### src/hw/dpwm_pkg.sv
// Constants for the dual pulse-width modulator
package dpwm_pkg;
	localparam int unsigned ADDR_W = 4;
	localparam logic [3:0] REG_PERIOD_A   = 4'h0;
	localparam logic [3:0] REG_PERIOD_B   = 4'h1;
	localparam logic [3:0] REG_COUNT_A    = 4'h2;
	localparam logic [3:0] REG_COUNT_B    = 4'h3;
	localparam logic [3:0] REG_DUTY1_HIGH = 4'h4;
	localparam logic [3:0] REG_DUTY1_LOW  = 4'h5;
	localparam logic [3:0] REG_DUTY2_HIGH = 4'h6;
	localparam logic [3:0] REG_DUTY2_LOW  = 4'h7;
	localparam logic [3:0] REG_CONTROL    = 4'h8;
	localparam logic [3:0] REG_FLAGS      = 4'h9;
	// Field positions
	localparam int unsigned LOW_DUTY_LSB  = 6;
	localparam int unsigned SEL_BIT       = 5;
	localparam int unsigned CTL_RUN_A     = 0;
	localparam int unsigned CTL_RUN_B     = 1;
	localparam int unsigned CTL_EXT_A     = 2;
	localparam int unsigned CTL_EXT_B     = 3;
	localparam int unsigned CTL_CHAIN     = 4;
	localparam int unsigned CTL_EN_ONE    = 5;
	localparam int unsigned CTL_EN_TWO    = 6;
	localparam int unsigned FLAG_A        = 0;
	localparam int unsigned FLAG_B        = 1;
	// Reset values
	localparam logic [7:0] PERIOD_RST  = 8'hff;
	localparam logic [7:0] BYTE_RST    = 8'h00;
	// One instruction cycle is four oscillator periods
	localparam logic [1:0] PHASE_LAST  = 2'h3;
	localparam logic [1:0] PHASE_FIRST = 2'h0;
endpackage : dpwm_pkg

### src/hw/dpwm_top.sv
// Dual pulse-width modulator with two 8-bit time-bases
// Notes on behaviour
// - Channel one period (limit A+1) times 4Tosc
// - Select bit 5 picks channel two time-base
// - No 16-bit chaining while a channel runs
// - Duty is high byte plus low bits 7:6
// - Output high for duty times Tosc
// - Zero duty keeps output low
// - High byte equal period: short low tail
// - High byte above period gives full duty
// - Writes go to master latches only
// - Rollover loads slaves and sets output high if new duty is nonzero
// - Duty reads return slave latches
// - Match then clear raises timer event
// - Separate sticky rollover flags, software clears
// - Channels run on internal or external clock
// - External clock sampled once per instruction cycle
//
// Added by the designer: the address-and-strobe port and the placing of the registers.
`timescale 1ns/100ps
module dpwm_top (
	input  wire logic                        clk,
	input  wire logic                        srst,
	input  wire logic [dpwm_pkg::ADDR_W-1:0] addr,
	input  wire logic [7:0]                  wdata,
	input  wire logic                        wr_en,
	input  wire logic                        rd_en,
	input  wire logic                        external_timebase_clock,
	output logic      [7:0]                  rdata,
	output logic                             modulator_channel_one,
	output logic                             modulator_channel_two,
	output logic                             rollover_flag_a,
	output logic                             rollover_flag_b
);
	typedef struct packed {
		logic [1:0] phase;
		logic [7:0] timebase_counter_a;
		logic [7:0] timebase_counter_b;
		logic [7:0] period_limit_a;
		logic [7:0] period_limit_b;
		logic [6:0] control;
		logic       rollover_flag_a;
		logic       rollover_flag_b;
		logic       ext_meta;
		logic       ext_sync;
		logic       ext_sample;
		logic       ext_prev;
		logic [7:0] rdata;
	} dpwm_state_t;

	dpwm_state_t st;
	dpwm_state_t next_st;

	logic       wr_pa;
	logic       wr_pb;
	logic       wr_ca;
	logic       wr_cb;
	logic       wr_ctl;
	logic       wr_flags;
	logic       wr_d1h;
	logic       wr_d1l;
	logic       wr_d2h;
	logic       wr_d2l;
	logic       instr_tick;
	logic       ext_edge;
	logic       chained;
	logic       step_a;
	logic       step_b;
	logic       roll_a;
	logic       roll_b;
	logic       chan_two_timebase_select;
	logic       roll_two;
	logic [7:0] count_two;
	logic [7:0] d1_high;
	logic [7:0] d1_low;
	logic [7:0] d2_high;
	logic [7:0] chan_two_duty_low;
	logic       out_one;
	logic       out_two;
	logic       any_pwm;

	assign wr_pa    = wr_en && addr == dpwm_pkg::REG_PERIOD_A;
	assign wr_pb    = wr_en && addr == dpwm_pkg::REG_PERIOD_B;
	assign wr_ca    = wr_en && addr == dpwm_pkg::REG_COUNT_A;
	assign wr_cb    = wr_en && addr == dpwm_pkg::REG_COUNT_B;
	assign wr_ctl   = wr_en && addr == dpwm_pkg::REG_CONTROL;
	assign wr_flags = wr_en && addr == dpwm_pkg::REG_FLAGS;
	assign wr_d1h   = wr_en && addr == dpwm_pkg::REG_DUTY1_HIGH;
	assign wr_d1l   = wr_en && addr == dpwm_pkg::REG_DUTY1_LOW;
	assign wr_d2h   = wr_en && addr == dpwm_pkg::REG_DUTY2_HIGH;
	assign wr_d2l   = wr_en && addr == dpwm_pkg::REG_DUTY2_LOW;

	// One instruction cycle per four clocks
	assign instr_tick = st.phase == dpwm_pkg::PHASE_LAST;
	// Rising edge seen between two instruction-cycle samples
	assign ext_edge = st.ext_sample && !st.ext_prev;

	assign any_pwm = st.control[dpwm_pkg::CTL_EN_ONE]
		|| st.control[dpwm_pkg::CTL_EN_TWO];
	// Chaining request is ignored while a channel runs
	assign chained = st.control[dpwm_pkg::CTL_CHAIN] && !any_pwm;

	localparam int unsigned NUM_TB   = 2;
	localparam int unsigned NUM_CHAN = 2;

	logic [NUM_TB-1:0]      tb_run;
	logic [NUM_TB-1:0]      tb_ext;
	logic [NUM_TB-1:0][7:0] tb_count;
	logic [NUM_TB-1:0][7:0] tb_limit;
	logic [NUM_TB-1:0]      tb_step;
	logic [NUM_TB-1:0]      tb_roll;

	assign tb_run   = {st.control[dpwm_pkg::CTL_RUN_B],
		st.control[dpwm_pkg::CTL_RUN_A]};
	assign tb_ext   = {st.control[dpwm_pkg::CTL_EXT_B],
		st.control[dpwm_pkg::CTL_EXT_A]};
	assign tb_count = {st.timebase_counter_b, st.timebase_counter_a};
	assign tb_limit = {st.period_limit_b, st.period_limit_a};

	// Either clock source steps a time-base; a match clears it unless chained
	for (genvar tb = 0; tb < NUM_TB; tb++) begin : g_timebase
		assign tb_step[tb] = instr_tick && tb_run[tb]
			&& (tb_ext[tb] ? ext_edge : 1'b1);
		assign tb_roll[tb] = tb_step[tb] && !chained
			&& tb_count[tb] == tb_limit[tb];
	end

	assign step_a = tb_step[0];
	assign step_b = tb_step[1];
	assign roll_a = tb_roll[0];
	assign roll_b = tb_roll[1];

	assign chan_two_timebase_select =
		chan_two_duty_low[dpwm_pkg::SEL_BIT];
	assign roll_two  = chan_two_timebase_select ? roll_b : roll_a;
	// Channels compare the next position, so high lasts duty clocks
	assign count_two = chan_two_timebase_select ? next_st.timebase_counter_b
		: next_st.timebase_counter_a;

	always_comb begin
		next_st = st;
		next_st.phase = st.phase + 2'h1;
		// Two-flop synchroniser, then one sample per instruction cycle
		next_st.ext_meta = external_timebase_clock;
		next_st.ext_sync = st.ext_meta;
		if (instr_tick) begin
			next_st.ext_sample = st.ext_sync;
			next_st.ext_prev   = st.ext_sample;
		end

		if (chained) begin
			if (step_a) begin
				{next_st.timebase_counter_b, next_st.timebase_counter_a} =
					{st.timebase_counter_b, st.timebase_counter_a}
					+ 16'h0001;
			end
		end else begin
			if (roll_a) begin
				next_st.timebase_counter_a = 8'h00;
			end else if (step_a) begin
				next_st.timebase_counter_a = st.timebase_counter_a + 8'h01;
			end
			if (roll_b) begin
				next_st.timebase_counter_b = 8'h00;
			end else if (step_b) begin
				next_st.timebase_counter_b = st.timebase_counter_b + 8'h01;
			end
		end
		if (wr_ca) begin
			next_st.timebase_counter_a = wdata;
		end
		if (wr_cb) begin
			next_st.timebase_counter_b = wdata;
		end
		if (wr_pa) begin
			next_st.period_limit_a = wdata;
		end
		if (wr_pb) begin
			next_st.period_limit_b = wdata;
		end
		if (wr_ctl) begin
			next_st.control = wdata[6:0];
		end

		// Writing one clears a flag; a new event wins over the clear
		if (wr_flags && wdata[dpwm_pkg::FLAG_A]) begin
			next_st.rollover_flag_a = 1'b0;
		end
		if (wr_flags && wdata[dpwm_pkg::FLAG_B]) begin
			next_st.rollover_flag_b = 1'b0;
		end
		if (roll_a) begin
			next_st.rollover_flag_a = 1'b1;
		end
		if (roll_b) begin
			next_st.rollover_flag_b = 1'b1;
		end

		next_st.rdata = 8'h00;
		if (rd_en) begin
			unique case (addr)
				dpwm_pkg::REG_PERIOD_A:   next_st.rdata = st.period_limit_a;
				dpwm_pkg::REG_PERIOD_B:   next_st.rdata = st.period_limit_b;
				dpwm_pkg::REG_COUNT_A:
					next_st.rdata = st.timebase_counter_a;
				dpwm_pkg::REG_COUNT_B:
					next_st.rdata = st.timebase_counter_b;
				dpwm_pkg::REG_DUTY1_HIGH: next_st.rdata = d1_high;
				dpwm_pkg::REG_DUTY1_LOW:  next_st.rdata = d1_low;
				dpwm_pkg::REG_DUTY2_HIGH: next_st.rdata = d2_high;
				dpwm_pkg::REG_DUTY2_LOW:
					next_st.rdata = chan_two_duty_low;
				dpwm_pkg::REG_CONTROL:    next_st.rdata = {1'b0, st.control};
				dpwm_pkg::REG_FLAGS:
					next_st.rdata = {6'h00, st.rollover_flag_b,
						st.rollover_flag_a};
				default:                  next_st.rdata = 8'h00;
			endcase
		end
	end

	always_ff @(posedge clk) begin
		if (srst) begin
			st <= '0;
			st.period_limit_a <= dpwm_pkg::PERIOD_RST;
			st.period_limit_b <= dpwm_pkg::PERIOD_RST;
		end else begin
			st <= next_st;
		end
	end

	logic [NUM_CHAN-1:0]      chan_enable;
	logic [NUM_CHAN-1:0]      chan_roll;
	logic [NUM_CHAN-1:0][7:0] chan_count;
	logic [NUM_CHAN-1:0]      chan_wr_high;
	logic [NUM_CHAN-1:0]      chan_wr_low;
	logic [NUM_CHAN-1:0][7:0] chan_slave_high;
	logic [NUM_CHAN-1:0][7:0] chan_slave_low;
	logic [NUM_CHAN-1:0]      chan_out;

	// Index 0 is channel one, always on time-base A
	assign chan_enable  = {st.control[dpwm_pkg::CTL_EN_TWO],
		st.control[dpwm_pkg::CTL_EN_ONE]};
	assign chan_roll    = {roll_two, roll_a};
	assign chan_count   = {count_two, next_st.timebase_counter_a};
	assign chan_wr_high = {wr_d2h, wr_d1h};
	assign chan_wr_low  = {wr_d2l, wr_d1l};

	for (genvar ch = 0; ch < NUM_CHAN; ch++) begin : g_chan
		dpwm_channel u_chan (
			.clk        (clk),
			.srst       (srst),
			.enable     (chan_enable[ch]),
			.rollover   (chan_roll[ch]),
			.count      (chan_count[ch]),
			.phase      (next_st.phase),
			.wr_high    (chan_wr_high[ch]),
			.wr_low     (chan_wr_low[ch]),
			.wdata      (wdata),
			.slave_high (chan_slave_high[ch]),
			.slave_low  (chan_slave_low[ch]),
			.pwm_out    (chan_out[ch])
		);
	end

	assign d1_high           = chan_slave_high[0];
	assign d1_low            = chan_slave_low[0];
	assign d2_high           = chan_slave_high[1];
	assign chan_two_duty_low = chan_slave_low[1];
	assign out_one           = chan_out[0];
	assign out_two           = chan_out[1];

	assign rdata                 = st.rdata;
	assign modulator_channel_one = out_one;
	assign modulator_channel_two = out_two;
	assign rollover_flag_a       = st.rollover_flag_a;
	assign rollover_flag_b       = st.rollover_flag_b;
endmodule : dpwm_top

### src/hw/dpwm_channel.sv
// One modulator channel: double-buffered duty and output compare
`timescale 1ns/100ps
module dpwm_channel (
	input  wire logic       clk,
	input  wire logic       srst,
	input  wire logic       enable,
	input  wire logic       rollover,
	input  wire logic [7:0] count,
	input  wire logic [1:0] phase,
	input  wire logic       wr_high,
	input  wire logic       wr_low,
	input  wire logic [7:0] wdata,
	output logic      [7:0] slave_high,
	output logic      [7:0] slave_low,
	output logic            pwm_out
);
	typedef struct packed {
		logic [7:0] master_high;
		logic [7:0] master_low;
		logic [7:0] slave_high;
		logic [7:0] slave_low;
		logic       out;
	} dpwm_chan_t;

	dpwm_chan_t st;
	dpwm_chan_t next_st;
	logic [9:0] duty_value;
	logic [9:0] position;

	// Upper eight bits from high byte, lower two from low bits 7:6
	assign duty_value = {st.slave_high,
		st.slave_low[dpwm_pkg::LOW_DUTY_LSB +: 2]};
	assign position   = {count, phase};

	always_comb begin
		next_st = st;
		if (wr_high) begin
			next_st.master_high = wdata;
		end
		if (wr_low) begin
			next_st.master_low = wdata;
		end
		if (!enable) begin
			next_st.out = 1'b0;
		end else if (rollover) begin
			next_st.slave_high = next_st.master_high;
			next_st.slave_low  = next_st.master_low;
			next_st.out = (next_st.master_high != 8'h00)
				|| (next_st.master_low[dpwm_pkg::LOW_DUTY_LSB +: 2]
				!= 2'h0);
		end else if (st.out && position >= duty_value) begin
			// High count reaching duty gives Tosc*duty; a high byte
			// above the period never matches so output stays high
			next_st.out = 1'b0;
		end
	end

	always_ff @(posedge clk) begin
		if (srst) begin
			st <= '0;
		end else begin
			st <= next_st;
		end
	end

	assign slave_high = st.slave_high;
	assign slave_low  = st.slave_low;
	assign pwm_out    = st.out;
endmodule : dpwm_channel

### config.mk
export PLATFORM = sky130hd
export DESIGN_NAME = dpwm_top
export DESIGN_NICKNAME = d
export VERILOG_FILES = /design/src/hw/dpwm_pkg.sv /design/src/hw/dpwm_top.sv /design/src/hw/dpwm_channel.sv
export SDC_FILE = /design/constraint.sdc
export NUM_CORES = 1
export LEC_CHECK = 0
export ABC_AREA = 1
export BUFFER_PORTS_ARGS = -buffer_cell sky130_fd_sc_hd__buf_2
export CORE_MARGIN = 5
export CORE_UTILIZATION = 40
export DETAILED_ROUTE_END_ITERATION = 16
export HOLD_SLACK_MARGIN = 0.05
export SYNTH_ARGS = -nofsm -noshare
export SYNTH_HDL_FRONTEND = slang
export SYNTH_SLANG_ARGS = --single-unit
### constraint.sdc
create_clock -name clk -period 2.8 [get_ports clk]
set_input_delay 0.28 -clock clk [delete_from_list [all_inputs] [get_ports clk]]
set_output_delay 0.28 -clock clk [all_outputs]
set_load 0.03 [all_outputs]
==> flow_summary.toml <==
[status]
status = "finished clean"

[floorplanning]
io_pins = 29
dieWidth_um = 141
die_h_um = 141
initial_core_util_pct = 40.3
num_rows = 48
die-area_um2 = 19900
coreArea_um2 = 17100

[logic_synthesis]
synth_area_per_cell_um2 = 6.76
syn_nets = 1057
yosysWarnings = 0
syn_area_um2 = 6870
yosysTopAreaCell = "dfxtp_1"
synth-simple-area-share_pct = 30.1
synthMuxAreaShare_pct = 0.146
synth_xor_area_share_pct = 2.17
synthDistinctLibCells = 45
synth-compound-area-share_pct = 16.2
synth.yosys.seq_area_share_pct = 35.2
synth-seq-cells = 121
synthTopCellsByArea = "dfxtp_1 35%, nand2_1 14%, inv_1 6.8%, nor2_1 6.0%, a21oi_1 5.5%"
synth_cells = 1017
netlist.area_leader.share_pct = 35.2
synthAdderAreaFrac_pct = 4.19
synth_top_family_by_area = "simple AND/OR/NAND/NOR gates"

[global_routing]
grt_max_degree = 62
grt_pass1_vias = 6233
grt_pass1_wl_mm = 35.2
gr-usage-all-layers_pct = 23.0
antenna_found_initial = 0
gr-total-overflow = 0

[finish]
num-fill-cells = 1752
area_growth_pct = 15.9
nets = 1090
fin_area_um2 = 7970
seqCellArea_um2 = 2430
multiInputGateArea_um2 = 3720
layout_commonest_cell = "nand2_1"
antenna_cells = 0
final_cell_mix = "250 x nand2_1, 123 x inv_1, 116 x dfxtp_1"
drive_above_1_share_pct = 15.6

[worst_setup_path]
cp_max_fo = 8
arrival_ns = 3.06
crit_path_start_kind = "register"
regToRegStartpoint = "st[9]"
r2r_slack_ns = 0.06
crit_slowest_cell = "dfxtp_1"
r2r_end = "g_chan[1].u_chan.pwm_out"
cp_cell_sequence = "nand2_1 > nand2_1 > nand2_8 > buf_4 > o21ai_0 > o22ai_1 > nand2_1 > nand2_1 > ha_1 > a21oi_1 > o31ai_1 > nand2_1 > nand3_1 > nand2_1 > nand2_1 > nor2_1"
worstSetupEndpointType = "register"
reg2reg_depth = 16
crit_type = "register to register"
slowest_delay_ns = 0.36
cp.required_ns = 3.12
path_delay_family = "simple AND/OR/NAND/NOR gates"
cp_num_buf_inv = 1
cp_common_cell = "nand2_1"

[detailed_routing]
via_count = 6687
drc = 0
drt-initial-drc-count = 579
wl_per_cell_um = 17.7
drtAntennaViolNets = 0
dr.pass1.iters = 5
viasPerCell = 5.20
drt-total-wl_mm = 22.7

[sta]
setup_tns_ns = 0
fmax_ghz = 0.365
worst_pin_slew_ns = 0.729
maxSlewViolCount = 0
rsz0062_at_grt = "no"
slew_headroom_pct = 51.4
hold_viol_final = 0
fin_worst_hold_slack_ns = 0.0621
min_period_ns = 2.74
min_period_over_period_pct = 97.9
setup_viol = 0
finClkSkew_ns = 0.0108

[power]
combPwrFrac_pct = 7.7
fin_total_pwr_uw = 4500
internal_power_uw = 3380
power_leakage_uw = 0.00364
p_clk_share_pct = 52.9
p_per_area_nw_per_um2 = 565
swShare_pct = 25.0
p_switching_uw = 1130
vdd_drop_max_v = 0.000446
p_seq_share_pct = 39.4

[place]
placed_area_um2 = 7210
gp_congestion = 0.954
portBuffers = 28
hpwl_mm = 16.6

[worst_hold_path]
whs_path_depth = 3
holdPathEnd = "next_st[10]"
hp-class = "primary input to register"
min_from = "external_timebase_clock"

[clocking]
cts_sinks = 121
htreeDepth = 4
clk_path_buf_depth = 2
clockRootBuffer = "clkbuf_16"
cts_made_buffers = 17
clkTransAtPathRegs_ns = 0.06
cts_tree = "built"
clk_latency_ns = 0.42

[flow_run]
drv_cap = 0
## layout make-up
| type | instances | share of cell area, % |
|---|---|---|
| multi-input cells | 708 | 46.7 |
| flip-flops and latches | 121 | 30.5 |
| inverters | 146 | 6.96 |
| clock buffers | 18 | 5.51 |
| repair buffers | 56 | 4.40 |
| well taps | 225 | 3.53 |
| clock inverters | 13 | 2.39 |
## worst register-to-register path: cells and delay by family, from the launching register on
kind,cells,cell delay [ns]
flip-flops,1,0.36
AND/OR/NAND/NOR,10,1.05
AO/OA/AOI/OAI,4,0.78
adder cells (fa/ha/maj),1,0.30
buffers and inverters,1,0.15
## power groups by stage
stage | combinational, uW | clock [uW] | sequential (uW)
after CTS | 336 | 2400 | 1770
after detailed placement | 333 | 0 | 1810
after global routing | 382 | 2480 | 1780
after global placement | 334 | 0 | 1810
after floorplan | 223 | 0 | 1800
final | 348 | 2380 | 1780
## cell usage after synthesis, drive strengths merged
| cell | n |
|---|---|
| nand2 | 264 |
| inv | 143 |
| dfxtp | 121 |
| nor2 | 121 |
| a21oi | 79 |
| o21ai | 66 |
| nand3 | 61 |
| buf | 29 |
| ha | 23 |
| o22ai | 19 |
| clkbuf | 13 |
| o211ai | 13 |
| nand4 | 10 |
| xnor2 | 9 |
| xor2 | 8 |
| nor3 | 7 |
| or2 | 5 |
| clkinv | 3 |
| nor4 | 3 |
| o21a | 3 |
| o221ai | 3 |
| o31ai | 3 |
| a221oi | 2 |
| a41oi | 2 |
| and3 | 2 |
| o2111ai | 2 |
| and2 | 1 |
| mux2i | 1 |
| o21bai | 1 |
## kinds of logic (layout without fill, tap and decap cells)
group,count (synthesis),after routing
buffers and inverters,188,233
AND/OR/NAND/NOR,474,474
adder cells (fa/ha/maj),23,23
XOR/XNOR,17,17
multiplexers,1,1
flip-flops,121,121
AO/OA/AOI/OAI,193,193
## state kept, by name, indices dropped and copies added (netlist names)
signal and count:
g_chan.u_chan.slave_high 16, rollover_flag_b 1, g_chan.u_chan.pwm_out 2, rollover_flag_a 1
rdata 8, next_st 1, chan_enable 2, st 42
g_chan.u_chan.st 32, g_chan.u_chan.slave_low 16
## stage by stage
| stage | worst slack [ns] | std cells | util (%) |
|---|---|---|---|
| after CTS | 0.00840 | 1285 | 46.0 |
| after detailed placement | 0.118 | 1254 | 42.3 |
| after floorplan | 0.419 | 1017 | - |
| after global routing | 0.000645 | 1287 | 46.7 |
| final | 0.0591 | 1287 | 46.7 |
| after global placement | 0.0544 | 1254 | 42.3 |
## metal layers
layer  vias up  global-route usage, %  share of wire [%]
met5         -                      0                  0
met4         0                   7.45                2.3
met3        41                   4.99                7.4
met2       260                   35.6                 44
met1      3039                   31.8                 46
li1       3347                      -                  -
## worst max path at each step
stage | startpoint | endpoint | slack, ns | cells after the start
after global routing | chan_enable[0] | g_chan[1].u_chan.pwm_out | 0.0006 | 18
after global placement | st[46] | g_chan[1].u_chan.pwm_out | 0.05 | 18
after CTS | st[53] | g_chan[1].u_chan.pwm_out | 0.008 | 18
after detailed placement | st[46] | g_chan[1].u_chan.pwm_out | 0.12 | 18
after floorplan | st[53] | g_chan[1].u_chan.pwm_out | 0.42 | 19
final | st[9] | g_chan[1].u_chan.pwm_out | 0.06 | 16
## repair_timing
| action | 4_1_cts | 5_1_grt |
|---|---|---|
| resized for setup | 0 | 30 |
| setup endpoints to repair | 0 | 2 |
| hold buffers | 0 | 0 |
| setup buffers | 0 | 2 |
No activity file was read; power rests on OpenSTA's default activity.
